**config.mk**
```make
export PLATFORM = sky130hd
export DESIGN_NAME = scs_selector
export DESIGN_NICKNAME = d
export VERILOG_FILES = /design/src/hdl/scs_pkg.sv /design/src/hdl/scs_clk_if.sv /design/src/hdl/scs_edge_mon.sv /design/src/hdl/scs_ratio_div.sv /design/src/hdl/scs_selector.sv
export SDC_FILE = /design/constraint.sdc
export NUM_CORES = 1
export LEC_CHECK = 0
export BUFFER_PORTS_ARGS = -buffer_cell sky130_fd_sc_hd__buf_2
export CORE_ASPECT_RATIO = 2
export CORE_MARGIN = 2
export CORE_UTILIZATION = 56
export CTS_CLUSTER_DIAMETER = 200
export DETAILED_ROUTE_END_ITERATION = 7
export PLACE_DENSITY = 0.81
export SLEW_MARGIN = 20
export SYNTH_ARGS = -nofsm -noshare
export SYNTH_HDL_FRONTEND = slang
export SYNTH_HIERARCHICAL = 1
export SYNTH_SLANG_ARGS = --single-unit
```
**constraint.sdc**
```tcl
create_clock -name clk_i -period 3.66 [get_ports clk_i]
set_input_delay 0 -clock clk_i [delete_from_list [all_inputs] [get_ports clk_i]]
set_output_delay 0 -clock clk_i [all_outputs]
set_load 0.05 [all_outputs]
```
**src/hdl/scs_pkg.sv**
```systemverilog
/*
 * Constants and types shared by the reference clock selector.
 * Assumes a 10 MHz system clock; all reference inputs are slow enough
 * (well under a quarter of that rate) to be oversampled on it.
 */
package scs_pkg;

  // System clock and loss-of-signal watchdog timing
  localparam int CLK_PERIOD_NS = 100;
  localparam int LOS_WINDOW_NS = 10000;
  localparam int LOS_CYCLES    = LOS_WINDOW_NS / CLK_PERIOD_NS;
  localparam int LOS_CNT_W     = 8;
  localparam logic [LOS_CNT_W-1:0] LOS_LIMIT = LOS_CNT_W'(LOS_CYCLES);

  // Complete cycles a restored input must show before it is used again
  localparam int         RETURN_CYCLES = 4;
  localparam logic [2:0] RETURN_EDGES  = 3'(RETURN_CYCLES + 1);

  // Register map, byte addresses on the bus
  localparam int         ADDR_W    = 4;
  localparam int         DATA_W    = 32;
  localparam logic [3:0] ADDR_CTRL = 4'h0;
  localparam logic [3:0] ADDR_DIV  = 4'h4;
  localparam logic [3:0] ADDR_STAT = 4'h8;

  // Control register fields
  localparam int CTRL_MODE_BIT   = 0;
  localparam int CTRL_CHOICE_LSB = 1;
  localparam int CTRL_GUARD_BIT  = 4;

  // Divider register fields
  localparam int DIV_PRI_LSB   = 0;
  localparam int DIV_SEC_LSB   = 2;
  localparam int DIV_RATIO_LSB = 4;

  // Status register fields
  localparam int STAT_CUR_LSB   = 0;
  localparam int STAT_LOST_LSB  = 2;
  localparam int STAT_GOOD_LSB  = 5;
  localparam int STAT_STATE_LSB = 8;

  // Reset values
  localparam logic       MODE_RST   = 1'h1;
  localparam logic [2:0] CHOICE_RST = 3'h3;
  localparam logic       GUARD_RST  = 1'h0;
  localparam logic [1:0] PRE_RST    = 2'h2;
  localparam logic [2:0] RATIO_RST  = 3'h0;

  // Input choice codes: one-hot for a single input, multi-bit for failover
  localparam logic [2:0] CHOICE_PRI   = 3'h1;
  localparam logic [2:0] CHOICE_SEC   = 3'h2;
  localparam logic [2:0] CHOICE_AUX   = 3'h4;
  localparam logic [2:0] CHOICE_AUTO2 = 3'h3;
  localparam logic [2:0] CHOICE_AUTO3 = 3'h7;

  // Pre-divider codes and the divider ratios they map to
  localparam logic [1:0] PREDIV_OFF  = 2'h0;
  localparam logic [1:0] PREDIV_DIV2 = 2'h1;
  localparam logic [1:0] PREDIV_PASS = 2'h2;
  localparam logic [2:0] RATIO_DIV2  = 3'h1;
  localparam logic [2:0] RATIO_PASS  = 3'h0;

  typedef enum logic [1:0] {SRC_PRI, SRC_SEC, SRC_AUX, SRC_NONE} scs_src_t;
  typedef enum logic [1:0] {ST_RUN, ST_LOW, ST_HIGH} scs_state_t;

endpackage : scs_pkg

```
**src/hdl/scs_clk_if.sv**
```systemverilog
/*
 * Oversampled clock bundle passed between selector modules.
 * Assumes all fields are driven from flip-flops on the system clock.
 */
`timescale 1ns/1ns
`default_nettype none
interface scs_clk_if;
  logic lvl;   // Filtered level of the clock
  logic rise;  // One-cycle pulse on a rising edge
  logic fall;  // One-cycle pulse on a falling edge
  logic lost;  // Loss of signal

  modport src (output lvl, rise, fall, lost);
  modport snk (input lvl, rise, fall, lost);
endinterface : scs_clk_if
`default_nettype wire

```
**src/hdl/scs_edge_mon.sv**
```systemverilog
/*
 * Samples one reference pin, filters it and watches it for loss of signal.
 * Assumes the pin is asynchronous to clk_i and toggles far below its rate.
 */
`timescale 1ns/1ns
`default_nettype none
module scs_edge_mon (
  input  wire logic clk_i,
  input  wire logic rst_i,
  input  wire logic pin_i,
  scs_clk_if.src    mon
);
  typedef struct packed {
    logic [2:0]                     sync;
    logic                           lvl;
    logic                           rise;
    logic                           fall;
    logic [scs_pkg::LOS_CNT_W-1:0]  wd;
    logic                           lost;
  } scs_mon_t;

  scs_mon_t s;
  scs_mon_t next_s;

  // Level changes only once the last two sync stages agree
  always_comb begin
    next_s      = s;
    next_s.sync = {s.sync[1:0], pin_i};
    if (s.sync[1] == s.sync[2]) begin
      next_s.lvl = s.sync[2];
    end
    next_s.rise = next_s.lvl & ~s.lvl;
    next_s.fall = ~next_s.lvl & s.lvl;
    // Watchdog restarts on every rising edge, so recovery is immediate
    if (next_s.rise) begin
      next_s.wd   = '0;
      next_s.lost = 1'h0;
    end else if (s.wd == scs_pkg::LOS_LIMIT) begin
      next_s.lost = 1'h1;
    end else begin
      next_s.wd = s.wd + (scs_pkg::LOS_CNT_W)'(1'h1);
    end
  end

  always_ff @(posedge clk_i) begin
    if (rst_i) begin
      s <= '0;
    end else begin
      s <= next_s;
    end
  end

  assign mon.lvl  = s.lvl;
  assign mon.rise = s.rise;
  assign mon.fall = s.fall;
  assign mon.lost = s.lost;
endmodule : scs_edge_mon
`default_nettype wire

```
**src/hdl/scs_ratio_div.sv**
```systemverilog
/*
 * Divides an oversampled clock by ratio plus one, or blocks it.
 * Assumes ratio and enable change rarely; a change mid-count only
 * lengthens one output period.
 */
`timescale 1ns/1ns
`default_nettype none
module scs_ratio_div (
  input  wire logic       clk_i,
  input  wire logic       rst_i,
  input  wire logic       enable_i,
  input  wire logic [2:0] ratio_i,
  scs_clk_if.snk          din,
  scs_clk_if.src          dout
);
  typedef struct packed {
    logic [2:0] cnt;
    logic       lvl;
    logic       rise;
    logic       fall;
    logic       lost;
  } scs_div_t;

  scs_div_t s;
  scs_div_t next_s;

  // One input high phase passes out of every ratio plus one
  always_comb begin
    next_s = s;
    if (din.rise) begin
      next_s.cnt = (s.cnt >= ratio_i) ? 3'h0 : s.cnt + 3'h1;
    end
    next_s.lvl  = enable_i & din.lvl & (next_s.cnt == 3'h0);
    next_s.rise = next_s.lvl & ~s.lvl;
    next_s.fall = ~next_s.lvl & s.lvl;
    next_s.lost = din.lost | ~enable_i;
  end

  always_ff @(posedge clk_i) begin
    if (rst_i) begin
      s <= '0;
    end else begin
      s <= next_s;
    end
  end

  assign dout.lvl  = s.lvl;
  assign dout.rise = s.rise;
  assign dout.fall = s.fall;
  assign dout.lost = s.lost;
endmodule : scs_ratio_div
`default_nettype wire

```
**src/hdl/scs_selector.sv**
```systemverilog
/*
 * Reference clock selector: three monitored inputs, two pre-dividers,
 * a glitch-free selector with manual, pin and priority failover modes,
 * a reference divider behind the first stage, and a Wishbone slave.
 * Assumes classic Wishbone single cycles on clk_i and reference inputs
 * slow enough to be oversampled at 10 MHz.
 */
// The register addresses and register access over Wishbone were decided locally.
`timescale 1ns/1ns
`default_nettype none
// How it works
// - guard enable bit drives the open-input guard of both differential inputs.
// - manual mode selects primary, secondary or auxiliary from one-hot choice.
// - choice 011 in register mode fails over primary then secondary.
// - choice 111 fails over primary, secondary, then auxiliary.
// - pin mode with choice 011 lets the external pin pick primary or secondary.
// - switching works with any phase between inputs.
// - on loss, switch to next input at its first rising edge.
// - output held low while switching away from a lost input.
// - a restored input must show four complete cycles before reuse.
// - on return, output stays high until the restored clock falls.
// - primary pre-divider code: off, divide by two, pass, reserved.
// - secondary pre-divider code: off, divide by two, pass, reserved.
// - reference divider divides first stage clock by ratio code plus one.
module scs_selector (
  input  wire logic                       clk_i,
  input  wire logic                       rst_i,
  input  wire logic                       wb_cyc_i,
  input  wire logic                       wb_stb_i,
  input  wire logic                       wb_we_i,
  input  wire logic [scs_pkg::ADDR_W-1:0] wb_adr_i,
  input  wire logic [3:0]                 wb_sel_i,
  input  wire logic [scs_pkg::DATA_W-1:0] wb_dat_i,
  output logic      [scs_pkg::DATA_W-1:0] wb_dat_o,
  output logic                            wb_ack_o,
  input  wire logic                       primary_reference_i,
  input  wire logic                       secondary_reference_i,
  input  wire logic                       auxiliary_input_i,
  input  wire logic                       reference_choice_pin_i,
  output logic                            auto_selected_clock_o,
  output logic                            reference_divided_clock_o,
  output logic      [1:0]                 active_input_o,
  output logic      [2:0]                 input_lost_o,
  output logic      [1:0]                 open_input_guard_o
);
  typedef struct packed {
    logic                       ack;
    logic [scs_pkg::DATA_W-1:0] dat;
    logic                       mode;
    logic [2:0]                 choice;
    logic                       guard;
    logic [1:0]                 pri_code;
    logic [1:0]                 sec_code;
    logic [2:0]                 ratio;
    logic [2:0]                 pin_sync;
    logic                       pin_lvl;
    logic [2:0][2:0]            good_cnt;
    logic [2:0]                 good;
    scs_pkg::scs_src_t          cur;
    scs_pkg::scs_state_t        st;
    logic                       out;
    logic                       fs_lvl;
    logic                       fs_rise;
    logic                       fs_fall;
    logic                       ref_out;
    logic [1:0]                 guard_out;
    logic [2:0]                 lost_out;
  } scs_sel_t;

  scs_sel_t          s;
  scs_sel_t          next_s;
  scs_pkg::scs_src_t tgt;
  logic [3:0]        src_lvl;
  logic [3:0]        src_rise;
  logic [3:0]        src_fall;
  logic [2:0]        src_lost;
  logic [3:0]        good4;
  logic [1:0][1:0]   pre_code;
  logic              bus_go;
  logic              auto2;
  logic              auto3;
  logic              pin_mode;

  scs_clk_if mon_if[3] ();
  scs_clk_if pre_if[2] ();
  scs_clk_if fs_if ();
  scs_clk_if rdiv_if ();

  // Per-input sampling and watchdog; pre-dividers only on the first two
  assign pre_code = {s.sec_code, s.pri_code};
  genvar gi;
  generate
    for (gi = 0; gi < 3; gi++) begin : g_in
      scs_edge_mon u_mon (
        .clk_i (clk_i),
        .rst_i (rst_i),
        .pin_i ((gi == 0) ? primary_reference_i :
                (gi == 1) ? secondary_reference_i : auxiliary_input_i),
        .mon   (mon_if[gi])
      );
      if (gi < 2) begin : g_pre
        scs_ratio_div u_pre (
          .clk_i    (clk_i),
          .rst_i    (rst_i),
          .enable_i ((pre_code[gi] == scs_pkg::PREDIV_DIV2) ||
                     (pre_code[gi] == scs_pkg::PREDIV_PASS)),
          .ratio_i  ((pre_code[gi] == scs_pkg::PREDIV_DIV2) ?
                     scs_pkg::RATIO_DIV2 : scs_pkg::RATIO_PASS),
          .din      (mon_if[gi]),
          .dout     (pre_if[gi])
        );
        assign src_lvl[gi]  = pre_if[gi].lvl;
        assign src_rise[gi] = pre_if[gi].rise;
        assign src_fall[gi] = pre_if[gi].fall;
        assign src_lost[gi] = pre_if[gi].lost;
      end else begin : g_raw
        assign src_lvl[gi]  = mon_if[gi].lvl;
        assign src_rise[gi] = mon_if[gi].rise;
        assign src_fall[gi] = mon_if[gi].fall;
        assign src_lost[gi] = mon_if[gi].lost;
      end
    end
  endgenerate

  // The unused index stands for no source; it never toggles
  assign src_lvl[3]  = 1'h0;
  assign src_rise[3] = 1'h0;
  assign src_fall[3] = 1'h0;
  assign good4       = {1'h0, s.good};

  // First stage output feeds the reference divider
  assign fs_if.lvl  = s.fs_lvl;
  assign fs_if.rise = s.fs_rise;
  assign fs_if.fall = s.fs_fall;
  assign fs_if.lost = 1'h0;

  scs_ratio_div u_refdiv (
    .clk_i    (clk_i),
    .rst_i    (rst_i),
    .enable_i (1'h1),
    .ratio_i  (s.ratio),
    .din      (fs_if),
    .dout     (rdiv_if)
  );

  // Mode decode from the control register
  assign auto2    = s.mode && (s.choice == scs_pkg::CHOICE_AUTO2);
  assign auto3    = s.mode && (s.choice == scs_pkg::CHOICE_AUTO3);
  assign pin_mode = !s.mode && (s.choice == scs_pkg::CHOICE_AUTO2);
  assign bus_go   = wb_cyc_i & wb_stb_i & ~s.ack;

  // Wanted input; failover keeps the current one if nothing is qualified, except auxiliary under choice 011
  always_comb begin
    tgt = scs_pkg::SRC_NONE;
    if (s.mode && (s.choice == scs_pkg::CHOICE_PRI)) begin
      tgt = scs_pkg::SRC_PRI;
    end else if (s.mode && (s.choice == scs_pkg::CHOICE_SEC)) begin
      tgt = scs_pkg::SRC_SEC;
    end else if (s.mode && (s.choice == scs_pkg::CHOICE_AUX)) begin
      tgt = scs_pkg::SRC_AUX;
    end else if (auto2 || auto3) begin
      if (s.good[0]) begin
        tgt = scs_pkg::SRC_PRI;
      end else if (s.good[1]) begin
        tgt = scs_pkg::SRC_SEC;
      end else if (auto3 && s.good[2]) begin
        tgt = scs_pkg::SRC_AUX;
      end else if (auto3 || (s.cur != scs_pkg::SRC_AUX)) begin
        tgt = s.cur;
      end
    end else if (pin_mode) begin
      tgt = s.pin_lvl ? scs_pkg::SRC_SEC : scs_pkg::SRC_PRI;
    end
  end

  // Bus, qualification counters and the switching state machine
  always_comb begin
    next_s     = s;
    next_s.ack = bus_go;
    next_s.dat = '0;
    if (bus_go) begin
      case (wb_adr_i)
        scs_pkg::ADDR_CTRL: begin
          next_s.dat[scs_pkg::CTRL_MODE_BIT]                       = s.mode;
          next_s.dat[scs_pkg::CTRL_CHOICE_LSB +: 3]                = s.choice;
          next_s.dat[scs_pkg::CTRL_GUARD_BIT]                      = s.guard;
          if (wb_we_i && wb_sel_i[0]) begin
            next_s.mode   = wb_dat_i[scs_pkg::CTRL_MODE_BIT];
            next_s.choice = wb_dat_i[scs_pkg::CTRL_CHOICE_LSB +: 3];
            next_s.guard  = wb_dat_i[scs_pkg::CTRL_GUARD_BIT];
          end
        end
        scs_pkg::ADDR_DIV: begin
          next_s.dat[scs_pkg::DIV_PRI_LSB +: 2]   = s.pri_code;
          next_s.dat[scs_pkg::DIV_SEC_LSB +: 2]   = s.sec_code;
          next_s.dat[scs_pkg::DIV_RATIO_LSB +: 3] = s.ratio;
          if (wb_we_i && wb_sel_i[0]) begin
            next_s.pri_code = wb_dat_i[scs_pkg::DIV_PRI_LSB +: 2];
            next_s.sec_code = wb_dat_i[scs_pkg::DIV_SEC_LSB +: 2];
            next_s.ratio    = wb_dat_i[scs_pkg::DIV_RATIO_LSB +: 3];
          end
        end
        scs_pkg::ADDR_STAT: begin
          next_s.dat[scs_pkg::STAT_CUR_LSB +: 2]   = s.cur;
          next_s.dat[scs_pkg::STAT_LOST_LSB +: 3]  = src_lost;
          next_s.dat[scs_pkg::STAT_GOOD_LSB +: 3]  = s.good;
          next_s.dat[scs_pkg::STAT_STATE_LSB +: 2] = s.st;
        end
        default: begin
          next_s.dat = '0;  // Unmapped: acknowledged, reads zero
        end
      endcase
    end

    // Selection pin: three stages, change taken once the last two agree
    next_s.pin_sync = {s.pin_sync[1:0], reference_choice_pin_i};
    if (s.pin_sync[1] == s.pin_sync[2]) begin
      next_s.pin_lvl = s.pin_sync[2];
    end

    // An input regains priority only after its first edge plus four periods
    for (int i = 0; i < 3; i++) begin
      if (src_lost[i]) begin
        next_s.good_cnt[i] = 3'h0;
        next_s.good[i]     = 1'h0;
      end else if (src_rise[i] && !s.good[i]) begin
        next_s.good_cnt[i] = s.good_cnt[i] + 3'h1;
        if (next_s.good_cnt[i] == scs_pkg::RETURN_EDGES) begin
          next_s.good[i] = 1'h1;
        end
      end
    end

    // Edges are only waited for, never compared, so any phase works
    case (s.st)
      scs_pkg::ST_RUN: begin
        next_s.out = src_lvl[s.cur];
        if (tgt != s.cur) begin
          // Only a failover return stretches the high phase; manual and pin
          // switches go through the low path, as the target need not be qualified
          if ((auto2 || auto3) && (s.cur != scs_pkg::SRC_NONE) && (tgt < s.cur)
              && !src_lost[s.cur]) begin
            // Return upward: wait for a high phase, then stretch it
            if (src_rise[s.cur]) begin
              next_s.st  = scs_pkg::ST_HIGH;
              next_s.out = 1'h1;
            end
          end else begin
            next_s.st  = scs_pkg::ST_LOW;
            next_s.out = 1'h0;
          end
        end
      end
      scs_pkg::ST_LOW: begin
        next_s.out = 1'h0;
        if (tgt == scs_pkg::SRC_NONE) begin
          next_s.cur = scs_pkg::SRC_NONE;
          next_s.st  = scs_pkg::ST_RUN;
        end else if (src_rise[tgt]) begin
          next_s.cur = tgt;
          next_s.st  = scs_pkg::ST_RUN;
          next_s.out = 1'h1;
        end
      end
      scs_pkg::ST_HIGH: begin
        next_s.out = 1'h1;
        if (tgt == s.cur) begin
          next_s.st  = scs_pkg::ST_RUN;
          next_s.out = src_lvl[s.cur];
        end else if ((tgt > s.cur) || src_lost[s.cur]) begin
          next_s.st  = scs_pkg::ST_LOW;
          next_s.out = 1'h0;
        end else if (src_fall[tgt]) begin
          next_s.cur = tgt;
          next_s.st  = scs_pkg::ST_RUN;
          next_s.out = 1'h0;
        end
      end
      default: begin
        next_s.st  = scs_pkg::ST_LOW;
        next_s.out = 1'h0;
      end
    endcase

    // First stage carries only primary or secondary into the divider
    next_s.fs_lvl    = next_s.out && (next_s.cur != scs_pkg::SRC_AUX);
    next_s.fs_rise   = next_s.fs_lvl & ~s.fs_lvl;
    next_s.fs_fall   = ~next_s.fs_lvl & s.fs_lvl;
    next_s.ref_out   = rdiv_if.lvl;
    next_s.guard_out = {2{s.guard}};
    next_s.lost_out  = src_lost;
  end

  always_ff @(posedge clk_i) begin
    if (rst_i) begin
      s          <= '0;
      s.mode     <= scs_pkg::MODE_RST;
      s.choice   <= scs_pkg::CHOICE_RST;
      s.guard    <= scs_pkg::GUARD_RST;
      s.pri_code <= scs_pkg::PRE_RST;
      s.sec_code <= scs_pkg::PRE_RST;
      s.ratio    <= scs_pkg::RATIO_RST;
      s.cur      <= scs_pkg::SRC_NONE;
      s.st       <= scs_pkg::ST_RUN;
    end else begin
      s <= next_s;
    end
  end

  // Every output straight from the state register
  assign wb_ack_o                  = s.ack;
  assign wb_dat_o                  = s.dat;
  assign auto_selected_clock_o     = s.out;
  assign reference_divided_clock_o = s.ref_out;
  assign active_input_o            = s.cur;
  assign input_lost_o              = s.lost_out;
  assign open_input_guard_o        = s.guard_out;
endmodule : scs_selector
`default_nettype wire

```
# Yosys cells after proc, flatten, opt, wreduce, memory -nomap -nowiden
# Index checks and enable logic that the tools add are counted.
dict set report classes {
  add_sub_neg 9
  n_lt_le_gt_ge 7
  eq_ne 33
  mux 46
  bitwise_logic 32
  reduce_logical 44
}
# operator n
set ops {}
lappend ops {{3-bit 2-to-1 mux} 11}
lappend ops {{8-bit by 1-bit adder with 8-bit output, second input constant} 3}
lappend ops {{8-bit by 7-bit equality test with 1-bit output, second input constant} 3}
lappend ops {{2-bit 2-to-1 mux} 11}
lappend ops {{3-bit by 1-bit adder with 3-bit output, second input constant} 6}
lappend ops {{1-bit AND} 16}
lappend ops {{3-bit equality test, second input constant} 5}
lappend ops {{1-bit logical AND} 15}
lappend ops {{5-bit one-hot mux with 3 select lines} 1}
lappend ops {{1-bit NOT} 14}
lappend ops {{2-bit OR reduction} 7}
lappend ops {{1-bit 2-to-1 mux} 12}
lappend ops {{1-bit binary-select mux with 2-bit select} 5}
lappend ops {{5-bit 2-to-1 mux} 2}
lappend ops {{3-bit logical NOT} 3}
lappend ops {{3-bit one-hot mux with 3 select lines} 1}
lappend ops {{2-bit equality test, second input constant} 4}
lappend ops {{2-bit inequality test, second input constant} 4}
lappend ops {{2-bit one-hot mux with 2 select lines} 2}
lappend ops {{2-bit by 1-bit equality test with 1-bit output, second input constant} 3}
lappend ops {{3-bit by 2-bit equality test with 1-bit output, second input constant} 2}
lappend ops {{3-bit by 1-bit >= comparator with 1-bit output} 2}
lappend ops {{2-bit by 3-bit less-than comparator with 1-bit output, second input constant} 2}
lappend ops {{3-bit inequality test, second input constant} 2}
lappend ops {{other kinds (20)} 35}
dict set report word_totals {
  ff_bits 134
  in_bits 49
  output_inout_bits 42
  wordCells 225
}

# Depth between registers and ports, before layout
dict set report logic_depth {
  ltp_word 20
  depth_mapped 15
  depth_no_buf 14
}

# Cells and area by module
# The synthesis kept the hierarchy.
# module instances cells_each area_per_inst_um2 seq_area_each_um2
set modules_own_cells {}
lappend modules_own_cells {scs_selector 1 357 3050.4 1041.0}
lappend modules_own_cells {scs_edge_mon 3 63 604.3 300.3}
lappend modules_own_cells {scs_ratio_div 3 39 356.6 140.1}

# Worst setup path after synthesis
# OpenSTA, ideal clock, no wires.
dict set report synth_path {
  path_type {flip-flop to flip-flop}
  start {register s[38] in the netlist's numbering}
  end {register, netlist name fs_if.fall}
  setup_time_ps 122
  arrival_time_ps 2994
  required_ps 3538
  setup_slack_ps 545
  stages_incl_launch_ff 16
  n_path_buf 2
  synth_period_minus_slack_ps 3115
  cell_sequence {dfxtp_1 -> buf_4 -> xnor2_1 -> a211oi_1 -> or2_1 -> buf_2 -> inv_2 -> ha_1 -> nor2b_1 -> a2111oi_4 -> and3_2 -> and4_1 -> o31ai_1 -> a22oi_2 -> a21oi_2 -> o311a_1}
}
# element line
set synth_rtl {}
lappend synth_rtl {{from (decl)} scs_selector.sv:70} ;# scs_sel_t s;
lappend synth_rtl {{from (signal assigned)} scs_selector.sv:306} ;# s <= next_s;

# Final worst setup path
dict set report layout_path {
  start {register s[38] in the netlist's numbering}
  end {register s, in the netlist fs_if.rise}
}
dict set report layout_between {
  elab_chain_cells 20
  elab_cells_between_ends 51
  cone_classes {order compare: 2; eq/ne: 9; mux: 25; bitwise: 1; reduce/logical: 14}
}
# element line
set layout_lines {}
lappend layout_lines {{3-bit equality test} scs_selector.sv:148} ;# assign auto3 = s.mode && (s.choice == scs_pkg::CHOICE_AUTO3);
lappend layout_lines {{1-bit logical AND} scs_selector.sv:148}
lappend layout_lines {{1-bit logical OR} scs_selector.sv:168} ;# end else if (auto3 || (s.cur != scs_pkg::SRC_AUX)) begin
lappend layout_lines {{2-bit 2-to-1 mux} scs_selector.sv:168}
lappend layout_lines {{2-bit 2-to-1 mux} scs_selector.sv:166} ;# end else if (auto3 && s.good[2]) begin
lappend layout_lines {{2-bit 2-to-1 mux} scs_selector.sv:164} ;# end else if (s.good[1]) begin
lappend layout_lines {{2-bit 2-to-1 mux} scs_selector.sv:162} ;# if (s.good[0]) begin
lappend layout_lines {{2-bit 2-to-1 mux} scs_selector.sv:161} ;# end else if (auto2 || auto3) begin
lappend layout_lines {{[... 4 more ...]} --}
lappend layout_lines {{1-bit 2-to-1 mux (not written as such)} scs_selector.sv:273} ;# end else if (src_fall[tgt]) begin
lappend layout_lines {{5-bit 2-to-1 mux} scs_selector.sv:273}
lappend layout_lines {{2-bit 2-to-1 mux} scs_selector.sv:270} ;# end else if ((tgt > s.cur) || src_lost[s.cur]) begin
lappend layout_lines {{2-bit 2-to-1 mux} scs_selector.sv:267} ;# if (tgt == s.cur) begin
lappend layout_lines {{2-bit one-hot mux with 2 select lines} scs_selector.sv:235} ;# case (s.st)
lappend layout_lines {{2-bit inequality test} scs_selector.sv:286} ;# next_s.fs_lvl = next_s.out && (next_s.cur != scs_pkg::SRC_AUX);
lappend layout_lines {{1-bit logical AND *} scs_selector.sv:286}
lappend layout_lines {{1-bit AND *} scs_selector.sv:287} ;# next_s.fs_rise = next_s.fs_lvl & ~s.fs_lvl;
# Mark *: on every way between the ends. The rest lies on a longest branch, timed or not. The select of a mux whose other input is x is not followed.
# A chain may end at the register's enable or synchronous reset.

==> flow_summary.toml <==
[clock_network]
max-clock-path-buffers = 2
cts-root-buf = "sky130_fd_sc_hd__clkbuf_16"
resized_gates_after_cts = 0
holdBufCountCts = 11
clock_latency_ps = 350
count_of_clock_tree_sinks = 112
cts-buffers-inserted = 9
htree_levels = 3
cts_setup_buffers = 0
clock_tree_from_tritoncts = "yes"
cts.reportedPaths.clkPinSlew_ps = 70

[layout]
area_growth_pct = 9.58
seqCellArea_mm2 = 0.00224
num-nets-final = 772
multi_input_gate_area_in_the_final_layout_mm2 = 0.00306
fillCellCount = 834
post_route_cells_drive_above_1_share_pct = 14.4
insertedDiodeCount = 0

[routing]
drc_violations_left = 0
postRouteWirelength_mm = 12.8
wl_per_cell_um = 15.4
highest_layer = "met4"
ant_nets = 0
detailroute.wirelength.met2_mm = 7.02
routed-wl-met3_um = 551
drt-pass1-iter-count = 4
dr_total_vias = 4683
vias_per_cell = 5.64
m1WireLength_mm = 4.35
detail_route.iter0.violations = 259

[global_routing]
grt_pass1_vias = 4733
grt_overflow = 0
antenna_violations_before_repair = 0
grt_util_all_layers_pct = 24.4
grt_start_max_net_pins = 41
grt_first_pass_wirelength_mm = 20.8

[critical_path]
worstPathBufferInverterCount = 1
cp_slowest_stage_delay_ps = 610
worst-endpoint-arrival_ps = 3740
start_kind = "flop"
critical_path.top_delay_family = "compound AO/OA/AOI/OAI gates"
cp_cell_sequence = "and3_1 > o31a_1 > or2_1 > inv_2 > ha_1 > nor2b_1 > a2111oi_4 > and2_4 > a21boi_2 > o221ai_1 > a311o_1 > a21oi_2 > nor3_1"
criticalPathCategory = "reg2reg"
crit_path_top_delay_cell = "sky130_fd_sc_hd__dfxtp_1"
endpoint_kind = "flop"
cp_max_fo = 11
cp.required_ps = 3890

[sta]
final.hold.worst_slack_ps = 28.1
drv_slew = 0
period_needed_ps = 3510
finClkSkew_ps = 7.61
setup_viol = 0
grt_setup_unrepaired = "no"
max_slew.worst_pin.slew_ps = 954
timing.final.crit_share_pct = 95.8
finalSetupTns_ps = 0
clock.fmax_ghz = 0.285
slew_headroom_pct = 36.2
final-hold-violation-count = 0

[job]
drv.max_cap_violation_count = 0

[synth]
post_synthesis_instance_area_mm2 = 0.00575
post_synth.cell_area_avg_um2 = 8.87
number_of_warnings_issued_by_yosys = 6
postSynthCellCount = 648

[outcome]
run_status = "finished clean"

[die]
area_of_the_die_mm2 = 0.0111
initial_core_util_pct = 57.0
ports = 91
row_cnt = 52
chipHeight_um = 147
design.core.area_mm2 = 0.0101
floorplan.die.width_um = 75.6

[power]
vdd.ir_drop.worst_uv = 266
cellLeakagePower_nw = 2.60
p_per_area_mw_per_mm2 = 426

[placement]
final_wtd_congestion = 0.967
hpwlAfterDp_mm = 9.57
placement.io_buffers = 40

[min_path]
min_path_type = "in2reg"
==> layout by cell type, fill, tap and decap left out, types with 4 or more instances in the layout <==
master and count:
sky130_fd_sc_hd__conb_1 27, sky130_fd_sc_hd__buf_4 10, sky130_fd_sc_hd__nor2_1 36, sky130_fd_sc_hd__dfxtp_1 112, sky130_fd_sc_hd__nand3_1 16, sky130_fd_sc_hd__o31ai_1 5, sky130_fd_sc_hd__nor3b_1 5, sky130_fd_sc_hd__dlygate4sd3_1 11
sky130_fd_sc_hd__nand3b_1 4, sky130_fd_sc_hd__buf_2 40, sky130_fd_sc_hd__xnor2_1 5, sky130_fd_sc_hd__a21o_1 4, sky130_fd_sc_hd__a31oi_1 9, sky130_fd_sc_hd__a22oi_1 5, sky130_fd_sc_hd__xor2_1 18, sky130_fd_sc_hd__nor2b_1 19
sky130_fd_sc_hd__nand2_1 60, sky130_fd_sc_hd__nand4b_1 6, sky130_fd_sc_hd__mux2_2 4, sky130_fd_sc_hd__inv_2 4, sky130_fd_sc_hd__and3_1 6, sky130_fd_sc_hd__nand2b_1 5, sky130_fd_sc_hd__nor3_1 35, sky130_fd_sc_hd__a21oi_1 39
sky130_fd_sc_hd__inv_1 42, sky130_fd_sc_hd__or3_1 7, sky130_fd_sc_hd__ha_1 32, sky130_fd_sc_hd__o211ai_1 4, sky130_fd_sc_hd__o21ai_0 23, sky130_fd_sc_hd__mux2i_1 14, sky130_fd_sc_hd__clkbuf_16 9
==> layout make-up <==
cell class | count | area share, %
multi-input combinational | 461 | 48.5
sequential | 112 | 35.6
timing repair buffer | 61 | 6.12
clock buffer | 11 | 3.85
inverter | 46 | 2.74
tap | 135 | 2.68
clock inverter | 4 | 0.457
==> registers in the layout (all words and copies together) (netlist names), 2 cells and up <==
signal / flops
g_in.u_mon/s: 27
s: 20
wb_dat_o: 10
g_in.g_pre.u_pre/s: 6
g_in.u_mon/next_s: 6
pre_code: 4
g_in.u_mon/mon.lost: 3
g_in.u_mon/mon.lvl: 3
g_in.u_mon/mon.rise: 3
good4: 3
input_lost_o: 3
next_s: 3
u_refdiv/s: 3
active_input_o: 2
g_in.g_pre.u_pre/dout.fall: 2
g_in.g_pre.u_pre/dout.lost: 2
g_in.g_pre.u_pre/dout.lvl: 2
g_in.g_pre.u_pre/dout.rise: 2
==> routing by layer <==
metal / up-vias / GRT usage, %
li1: 2300 / -
met1: 2175 / 21.8
met2: 153 / 44.5
met3: 55 / 5.14
met4: 0 / 17.9
met5: - / 0
==> report_power, final <==
part           internal (mW)  total [mW]  switching [mW]
Combinational          0.175       0.499           0.324
Sequential              1.24        1.27          0.0230
Clock                  0.479       0.918           0.439
Total                   1.90        2.68           0.786
==> worst min-delay path: cells and delay by family <==
family,cells,cell delay [ps]
and+or+nand+nor,4,220
buffers and inverters,1,90
==> path summary, 6_finish.rpt <==
kind	startpoint	end	slack [ps]	cells after the start
setup / recovery	s[38]	fs_if.rise	150	13
hold / removal	wb_stb_i	wb_dat_o[6]	30	5
setup reg to reg	s[38]	fs_if.rise	150	13
hold reg to reg	g_in[0].u_mon/next_s[13]	g_in[0].u_mon/next_s[14]	440	1
==> stage by stage <==
stage	std cells	cell area [um^2]	total power, mW	utilization [%]	worst slack, ps
after floorplan	673	5840	1.69	-	610
after global placement	804	5920	1.75	58.7	356
after detailed placement	804	5920	1.77	58.7	230
after CTS	830	6300	2.69	62.4	194
after global routing	830	6300	2.79	62.4	7.04
final	830	6300	2.68	62.4	153
Power figures use the tool's default switching activity.
